### src/core/uie_map.svh
`ifndef UIE_MAP_SVH
`define UIE_MAP_SVH
// ----------------------------------------
// Register addresses on the SFR bus
// ----------------------------------------
`define UIE_ADDR_IRQ_EN 8'hbe
`define UIE_ADDR_DEV_ADDR 8'hc6
// ----------------------------------------
// Interrupt enable fields
// ----------------------------------------
`define UIE_BIT_WAKE 5
`define UIE_BIT_BUS_RESET_END 4
`define UIE_BIT_FRAME_START 3
`define UIE_BIT_SUSPEND 0
`define UIE_IRQ_EN_MASK 8'h39
`define UIE_IRQ_EN_RST 8'h10
// ----------------------------------------
// Address register fields
// ----------------------------------------
`define UIE_BIT_FILTER_EN 7
`define UIE_DEV_ADDR_RST 7'h00
`define UIE_DEV_ADDR_W 7
`endif

### src/core/uie_pkg.sv
package uie_pkg;
   typedef logic [7:0] uie_byte_t;
   typedef logic [6:0] uie_addr_t;
endpackage : uie_pkg

### src/core/uie_regs.sv
`timescale 1ns/1ns
`include "uie_map.svh"
// Contract
// - Enable bit 5 gates the wake-up flag onto the USB interrupt.
// - Enable bit 4 gates the end-of-bus-reset flag onto the interrupt.
// - Enable bit 3 gates the start-of-frame flag onto the interrupt.
// - Enable bit 0 gates the suspend flag onto the interrupt.
// - Enable bits 7-6, 2, 1 read zero; software writes zero there.
// - Address bit 7 switches address filtering on or off.
// - Device address is zero after reset and after every USB bus reset.
// - Start-of-frame flag set on SOF PID; cleared only by software.
// - End-of-reset flag set on bus reset end; software clears it.
// - Wake flag set by non-idle line activity while suspended only.
module uie_regs (
   // Clock and reset
   input wire logic i_clk,
   input wire logic i_rst_n,
   // SFR bus
   input wire logic [7:0] i_sfr_addr,
   input wire logic i_sfr_wr,
   input wire logic i_sfr_rd,
   input wire logic [7:0] i_sfr_wdata,
   output uie_pkg::uie_byte_t o_sfr_rdata,
   output logic o_sfr_sel,
   // Events from the serial engine
   input wire logic i_suspend_det,
   input wire logic i_sof_det,
   input wire logic i_bus_reset_end,
   input wire logic i_bus_reset,
   input wire logic i_line_active,
   input wire logic i_suspended,
   // Flag clears from the flag register
   input wire logic [3:0] i_flag_clr,
   // Token check
   input wire logic i_tok_valid,
   input wire logic [6:0] i_tok_addr,
   output logic o_tok_accept,
   // Status out
   output logic [3:0] o_flags,
   output uie_pkg::uie_byte_t o_irq_en,
   output uie_pkg::uie_byte_t o_dev_addr_reg,
   output logic o_usb_irq
);
   // ----------------------------------------
   // Register state
   // ----------------------------------------
   uie_pkg::uie_byte_t irq_en_r;
   uie_pkg::uie_byte_t irq_en_nxt;
   logic filter_en_r;
   logic filter_en_nxt;
   uie_pkg::uie_addr_t dev_addr_r;
   uie_pkg::uie_addr_t dev_addr_nxt;
   uie_pkg::uie_byte_t rdata_r;
   uie_pkg::uie_byte_t rdata_nxt;
   logic [3:0] flag_set;
   logic [3:0] flags;
   logic [3:0] src_en;
   logic [3:0] src_hit;
   logic irq_nxt;
   logic hit_irq_en;
   logic hit_addr;
   logic wr_irq_en;
   logic wr_addr;

   // ----------------------------------------
   // Address decode
   // ----------------------------------------
   assign hit_irq_en = (i_sfr_addr == `UIE_ADDR_IRQ_EN);
   assign hit_addr = (i_sfr_addr == `UIE_ADDR_DEV_ADDR);
   assign wr_irq_en = i_sfr_wr && hit_irq_en;
   assign wr_addr = i_sfr_wr && hit_addr;
   assign o_sfr_sel = hit_irq_en || hit_addr;

   // ----------------------------------------
   // Interrupt enable register
   // ----------------------------------------
   // Reserved bits masked on write, so they can never read back as one
   always_comb begin
      irq_en_nxt = irq_en_r;
      if (wr_irq_en) begin
         irq_en_nxt = i_sfr_wdata & `UIE_IRQ_EN_MASK;
      end
   end

   always_ff @(posedge i_clk) begin
      if (!i_rst_n) begin
         irq_en_r <= `UIE_IRQ_EN_RST;
      end else begin
         irq_en_r <= irq_en_nxt;
      end
   end

   // ----------------------------------------
   // Address register
   // ----------------------------------------
   always_comb begin
      filter_en_nxt = filter_en_r;
      if (wr_addr) begin
         filter_en_nxt = i_sfr_wdata[`UIE_BIT_FILTER_EN];
      end
   end

   // Filter enable survives bus reset; only core reset or a firmware write with bit 7 low clears it
   always_ff @(posedge i_clk) begin
      if (!i_rst_n) begin
         filter_en_r <= 1'b0;
      end else begin
         filter_en_r <= filter_en_nxt;
      end
   end

   // Bus reset outranks a same-cycle firmware write
   always_comb begin
      dev_addr_nxt = dev_addr_r;
      if (i_bus_reset) begin
         dev_addr_nxt = `UIE_DEV_ADDR_RST;
      end else if (wr_addr) begin
         dev_addr_nxt = i_sfr_wdata[6:0];
      end
   end

   always_ff @(posedge i_clk) begin
      if (!i_rst_n) begin
         dev_addr_r <= `UIE_DEV_ADDR_RST;
      end else begin
         dev_addr_r <= dev_addr_nxt;
      end
   end

   // ----------------------------------------
   // Event flags
   // ----------------------------------------
   always_comb begin
      flag_set = '0;
      flag_set[3] = i_suspended && i_line_active;
      flag_set[2] = i_bus_reset_end;
      flag_set[1] = i_sof_det;
      flag_set[0] = i_suspend_det;
   end

   uie_flags #(
      .N(4)
   ) u_flags (
      .i_clk(i_clk),
      .i_rst_n(i_rst_n),
      .i_set(flag_set),
      .i_clr(i_flag_clr),
      .o_flag(flags)
   );

   // ----------------------------------------
   // Interrupt
   // ----------------------------------------
   assign src_en[3] = irq_en_r[`UIE_BIT_WAKE];
   assign src_en[2] = irq_en_r[`UIE_BIT_BUS_RESET_END];
   assign src_en[1] = irq_en_r[`UIE_BIT_FRAME_START];
   assign src_en[0] = irq_en_r[`UIE_BIT_SUSPEND];

   // One gate per flag; a cleared enable blocks its source
   genvar g;
   for (g = 0; g < 4; g++) begin : g_src
      assign src_hit[g] = flags[g] & src_en[g];
   end

   assign irq_nxt = |src_hit;

   // Registered so the shared interrupt line never glitches
   always_ff @(posedge i_clk) begin
      if (!i_rst_n) begin
         o_usb_irq <= 1'b0;
      end else begin
         o_usb_irq <= irq_nxt;
      end
   end

   // ----------------------------------------
   // Token filter
   // ----------------------------------------
   // Filter off accepts every token
   assign o_tok_accept = i_tok_valid && (!filter_en_r || i_tok_addr == dev_addr_r);

   // ----------------------------------------
   // Read path
   // ----------------------------------------
   // Unmapped addresses read zero
   always_comb begin
      rdata_nxt = 8'h00;
      if (i_sfr_rd) begin
         if (hit_irq_en) begin
            rdata_nxt = irq_en_r;
         end else if (hit_addr) begin
            rdata_nxt = {filter_en_r, dev_addr_r};
         end
      end
   end

   // Read data stands for one cycle only
   always_ff @(posedge i_clk) begin
      if (!i_rst_n) begin
         rdata_r <= 8'h00;
      end else begin
         rdata_r <= rdata_nxt;
      end
   end

   // ----------------------------------------
   // Status outputs
   // ----------------------------------------
   assign o_sfr_rdata = rdata_r;
   assign o_flags = flags;
   assign o_irq_en = irq_en_r;
   assign o_dev_addr_reg = {filter_en_r, dev_addr_r};
endmodule : uie_regs

### src/core/uie_flags.sv
`timescale 1ns/1ns
`include "uie_map.svh"
// ----------------------------------------
// Sticky event flags: set wins over clear
// ----------------------------------------
module uie_flags #(
   parameter int N = 4
) (
   // Clock and reset
   input wire logic i_clk,
   input wire logic i_rst_n,
   // Events and clears
   input wire logic [N-1:0] i_set,
   input wire logic [N-1:0] i_clr,
   // Flags
   output logic [N-1:0] o_flag
);
   logic [N-1:0] flag_r;
   genvar g;
   for (g = 0; g < N; g++) begin : g_flag
      always_ff @(posedge i_clk) begin
         if (!i_rst_n) begin
            flag_r[g] <= 1'b0;
         end else if (i_set[g]) begin
            flag_r[g] <= 1'b1;
         end else if (i_clr[g]) begin
            flag_r[g] <= 1'b0;
         end
      end
   end
   assign o_flag = flag_r;
endmodule : uie_flags

### config.mk
export PLATFORM = sky130hd
export DESIGN_NAME = uie_regs
export DESIGN_NICKNAME = d
export VERILOG_FILES = /design/src/core/uie_pkg.sv /design/src/core/uie_regs.sv /design/src/core/uie_flags.sv
export VERILOG_INCLUDE_DIRS = /design/src /design/src/core
export SDC_FILE = /design/constraint.sdc
export NUM_CORES = 1
export LEC_CHECK = 0
export ABC_AREA = 1
export BUFFER_PORTS_ARGS = -buffer_cell sky130_fd_sc_hd__buf_2
export CAP_MARGIN = 20
export CORE_MARGIN = 8
export CORE_UTILIZATION = 46
export DETAILED_ROUTE_END_ITERATION = 6
export PLACE_DENSITY_LB_ADDON = 0.05
export SLEW_MARGIN = 10
export SYNTH_ARGS = -nofsm -noshare
export SYNTH_HDL_FRONTEND = slang
export SYNTH_SLANG_ARGS = --single-unit
### constraint.sdc
create_clock -name i_clk -period 2.3 [get_ports i_clk]
set_input_delay 0.115 -clock i_clk [delete_from_list [all_inputs] [get_ports i_clk]]
set_output_delay 0.115 -clock i_clk [all_outputs]
set_load 0.1 [all_outputs]
==> flow_summary.toml, run 1 <==
[clock_tree]
cts_resized = 0
cts_buffers = 3
cts_root_buf = "clkbuf_4"
htreeDepth = 1
worst_skew_pair.late_latency_ps = 320
cts_tree = "yes"
clkSlewWorstSetupHoldPaths_ps = 140
postCtsSetupBuffers = 0
clock_sinks = 25
holdBufCountCts = 2
clockBufferDepth = 2

[timing]
grt_setup_unrepaired = "false"
fin_crit_ps = 1770
fin_ws_ps = 525
whs_ps = 7.35
finalCritPeriodShare = 0.772
tightestPinTransition_ps = 617
max_freq_ghz = 0.563
slew_headroom = 0.587
finClkSkew_ps = 9.35
finalSetupTns_ps = 0
hold_violations = 0
drv_slew = 0
setup_viol = 0

[finish]
multi_input_area_um2 = 557
area_growth_pct = 32.1
fillers = 241
fin_nets = 283
final_area_um2 = 1570
utilization = 0.640
antenna_cells = 0
drive_gt1_frac = 0.311
ff_latch_area_um2 = 500

[global_route]
use_met3 = 0.0537
grt_pass1_vias = 1195
grt_pass1_wl_um = 4970
met2_usage = 0.239
overflow = 0
met1_usage = 0.155
grt_max_degree = 16
globalRoute.busiestLayer = "met2"
antenna_found_initial = 0
grt_usage = 0.139

[place]
dpl.hpwl_um = 2530
place.gp.congestion = 0.772
portBuffers = 64
place_ws_ps = 870
post_dp_cell_area_um2 = 1520

[route]
routed_via_density = 4.44
drt_iter0_drc = 54
wl_per_cell_um = 11.3
wirelength_um = 3100
vias = 1217
drtAntennaViolNets = 0
first_pass_iters = 4
detail_route.drc_violations = 0

[floorplanning]
die_area_um2 = 4470
dieHeight_um = 66.8
core_um2 = 2450
fp.dieW_um = 66.8
start_util = 0.484
rows = 18
ios = 69

[synthesis]
ys_ff_latch = 25
yosysWarnings = 0
synthArstFlopShare = 0
yosys.area.top_type_share = 0.421
synth.most_common_cell = "nand2_1"
yosysUniqueCellTypes = 20
ys_dominant_reg_cell = "dfxtp_1"
yosysSeqAreaShare = 0.421
netlist_instances = 177
netlist_top_cells_area = "dfxtp_1 (42%), nand2_1 (20%), nor2_1 (10%), inv_1 (8.5%), buf_4 (3.2%)"
synth_edf_count = 0
syn_area_um2 = 1190
synth_top_area_cell = "dfxtp_1"
synth_commonest_cells = "nand2_1 (62), nor2_1 (33), inv_1 (27), dfxtp_1 (25)"
syn_avg_cell_area_um2 = 6.72

[min_path]
hold_path_class = "primary input to register"

[status]
status = "completed"

[critical_path]
required_ps = 2180
start_kind = "register"
cp_max_fo = 3
worstSetupPathType = "register to output port"
end_kind = "output port"
arrival_ps = 1660

[pwr]
leakagePower_uw = 0.000925
pwr_density_cell_nw_per_um2 = 510
vdd.ir_drop.worst_mv = 0.459

[run]
cap_violations = 0
critical path, cell delays in order (launching register included):
cell,delay (ps)
dfxtp_1,350
inv_1,100
nand2_1,70
nand2_1,60
nand2_1,50
nor2_1,90
nand2_1,90
a21oi_4,120
buf_2,430
path summary, 6_finish.rpt:
path,cells past startpoint,slack (ps),end,start
min reg2reg,2,490,o_sfr_rdata[2],dev_addr_r[2]
max,8,530,o_tok_accept,dev_addr_r[1]
max reg2reg,4,1560,dev_addr_r[3],dev_addr_r[3]
min,3,7,u_flags.o_flag[0],i_suspend_det
state kept, by name, summed over array words and instances (netlist names):
name / cells
dev_addr_r: 7
filter_en_r: 1
o_irq_en: 4
o_sfr_rdata: 8
o_usb_irq: 1
u_flags.o_flag: 4
per-stage QoR:
stage / cells / power (uW)
after floorplan: 180 / 563
after global placement: 268 / 606
after detailed placement: 268 / 609
after CTS: 274 / 808
after global routing: 274 / 837
final: 274 / 801
cell type report:
class / instances / area share
tap: 30 / 0.0239
clock inverter: 1 / 0.00478
inverter: 28 / 0.0669
timing repair buffer: 66 / 0.217
sequential: 25 / 0.319
multi-input combinational: 121 / 0.355
clock buffer: 3 / 0.0143
cell families after synthesis:
kind of cell	Yosys count	share of synthesized area
flip-flops	25	0.421
AO/OA/AOI/OAI	6	0.0305
other	1	0.00315
buffers and inverters	34	0.129
XOR/XNOR	2	0.0147
AND/OR/NAND/NOR	109	0.401
cell usage in the layout, fill, tap and decap left out, drive strengths merged, types with 2 or more instances in the layout:
cell	synthesis	routed
buf	6	64
nand2	62	62
nor2	34	34
inv	28	28
dfxtp	25	25
nand3	7	7
conb	1	4
a21oi	4	4
nand4	3	3
clkbuf	0	3
nor3	3	3
dlygate4sd3	0	2
layer usage:
| layer | share of wire | wire [um] |
|---|---|---|
| met3 | 0.095 | 296 |
| met1 | 0.42 | 1310 |
| met4 | 0.0042 | 13 |
| met5 | 0 | 0 |
| met2 | 0.48 | 1480 |
where the power goes:
| part | switching (uW) | total, uW | leakage (uW) | internal (uW) |
|---|---|---|---|---|
| clock network | 133 | 199 | 0.0000139 | 66.3 |
| registers | 3.59 | 442 | 0.000203 | 439 |
| logic | 118 | 160 | 0.000708 | 41.4 |
| total | 255 | 801 | 0.000925 | 546 |
Power figures use the tool's default switching activity.
==> inputs of run 2 (changes only) <==
--- a/config.mk
+++ b/config.mk
@@ -10,7 +10,7 @@
 export BUFFER_PORTS_ARGS = -buffer_cell sky130_fd_sc_hd__buf_2
 export CAP_MARGIN = 20
 export CORE_MARGIN = 8
-export CORE_UTILIZATION = 46
+export CORE_UTILIZATION = 43
 export DETAILED_ROUTE_END_ITERATION = 6
 export PLACE_DENSITY_LB_ADDON = 0.05
 export SLEW_MARGIN = 10
==> constraint.sdc (replaced) <==
create_clock -name i_clk -period 1.64 [get_ports i_clk]
set_input_delay 0.082 -clock i_clk [delete_from_list [all_inputs] [get_ports i_clk]]
set_output_delay 0.082 -clock i_clk [all_outputs]
set_load 0.1 [all_outputs]
==> flow_summary.toml, run 2 (same netlist as run 1, synthesis figures left out) <==
[timing]
max_freq_ghz = 0.660
finalSetupTns_ps = 0
finalCritPeriodShare = 0.923
grt_setup_unrepaired = "false"
setup_viol = 0
finClkSkew_ps = 6.26
whs_ps = 7.21
fin_crit_ps = 1510
tightestPinTransition_ps = 580
slew_headroom = 0.612
hold_violations = 0
drv_slew = 0

[clock_tree]
clock_sinks = 25
cts_tree = "yes"
cts_buffers = 3
clkSlewWorstSetupHoldPaths_ps = 130
htreeDepth = 1
cts_root_buf = "clkbuf_4"
postCtsSetupBuffers = 0
clockBufferDepth = 2
worst_skew_pair.late_latency_ps = 310

[pwr]
p_int_uw = 771
clkPwrFrac = 0.239
vdd.ir_drop.worst_mv = 0.619
p_comb_frac = 0.218
leakagePower_uw = 0.000972
p_switching_uw = 353
pwr_density_cell_nw_per_um2 = 666
p_seq_frac = 0.543
p_sw_frac = 0.314
power.total_uw = 1120

[finish]
antenna_cells = 0
final_cell_mix = "buf_2 (63), nand2_1 (62), nor2_1 (33), inv_1 (27), dfxtp_1 (18)"
layout_commonest_cell = "buf_2"
largest_reg_flops = 8
fin_nets = 291
fillers = 259
ff_latch_area_um2 = 524
drive_gt1_frac = 0.329
area_growth_pct = 42.0
multi_input_area_um2 = 557

[floorplanning]
start_util = 0.442
ios = 69
fp.dieW_um = 68.6
core_um2 = 2690
rows = 19
dieHeight_um = 68.6
die_area_um2 = 4700

[global_route]
grt_max_degree = 15
grt_usage = 0.147
overflow = 0
grt_pass1_wl_um = 5450
grt_pass1_vias = 1271
antenna_found_initial = 0

[route]
vias = 1254
wirelength_um = 3300
wl_per_cell_um = 11.7
drt_iter0_drc = 29
drtAntennaViolNets = 0
routed_via_density = 4.43
first_pass_iters = 4
detail_route.drc_violations = 0

[place]
portBuffers = 64
place.gp.congestion = 0.796
dpl.hpwl_um = 2660

[min_path]
hold_path_class = "primary input to register"
hold_depth = 3
min_from = "i_suspend_det"
whs_endpoint = "u_flags.o_flag[0]"

[critical_path]
r2r_cells = 3
crit_buf_inv = 2
end_kind = "output port"
cpMostUsedCell = "nand2_1"
r2r-start = "u_flags.o_flag[3]"
r2r_slack_ps = 470
cp-startpoint = "dev_addr_r[1]"
required_ps = 1560
worstSetupPathType = "register to output port"
timing.critical_path.cells = "inv_1, nand2_1, nand2_1, nand2_1, nor2_1, nand2_1, a21oi_4, buf_12"
start_kind = "register"
worstReg2RegEnd = "u_flags.o_flag[3]"
cp_max_fo = 3
slowest_delay_ps = 370
crit_slowest_cell = "dfxtp_4"
cp_top_family = "flip-flops"
arrival_ps = 1430

[status]
status = "completed"

[run]
cap_violations = 0
[run 2: final cells by class]
cell class              count  area share
multi-input cells         121       0.330
flip-flops and latches     25       0.311
repair buffers             74       0.258
inverters                  28      0.0623
well taps                  31      0.0230
clock buffers               3      0.0133
clock inverters             1     0.00297
[run 2: stage by stage]
step | instance area (um2) | setup slack, ps | cells | utilization
global placement | 1560 | 402 | 269 | 0.581
CTS | 1690 | 60.5 | 283 | 0.628
floorplan | 1230 | 2.92 | 180 | -
global route | 1690 | 17.2 | 283 | 0.628
detailed placement | 1560 | 367 | 269 | 0.581
finish | 1690 | 126 | 283 | 0.628
[run 2: tightest hold or removal path, cell delays in order]
cell	delay, ps
buf_2	80
a21oi_1	30
nor2_1	80
[run 2: worst max path at each step]
stage	depth (start not counted)	endpoint
final	8	o_tok_accept
after detailed placement	6	o_sfr_sel
after global placement	5	o_sfr_sel
after CTS	8	o_tok_accept
after floorplan	4	o_tok_accept
after global routing	8	o_tok_accept
[run 2: routing by layer]
layer	up-vias	track usage	routed length (um)
met5	-	0	0
met4	0	0.0435	12
met3	2	0.0436	342
met2	43	0.275	1720
met1	536	0.155	1230
li1	673	-	-
[run 2: power groups by stage]
stage / Combinational [uW] / Sequential [uW] / Clock (uW)
floorplan: 101 / 679 / 0
global placement: 223 / 623 / 0
detailed placement: 226 / 623 / 0
CTS: 246 / 610 / 287
global route: 261 / 611 / 316
finish: 246 / 610 / 269
[run 2: what timing repair did]
| action | 4_1_cts | 5_1_grt |
|---|---|---|
| endpoints found under the setup margin | 0 | 1 |
| gates resized for setup | 0 | 0 |
| endpoints found under the hold margin | 11 | 0 |
| hold buffers | 10 | 0 |
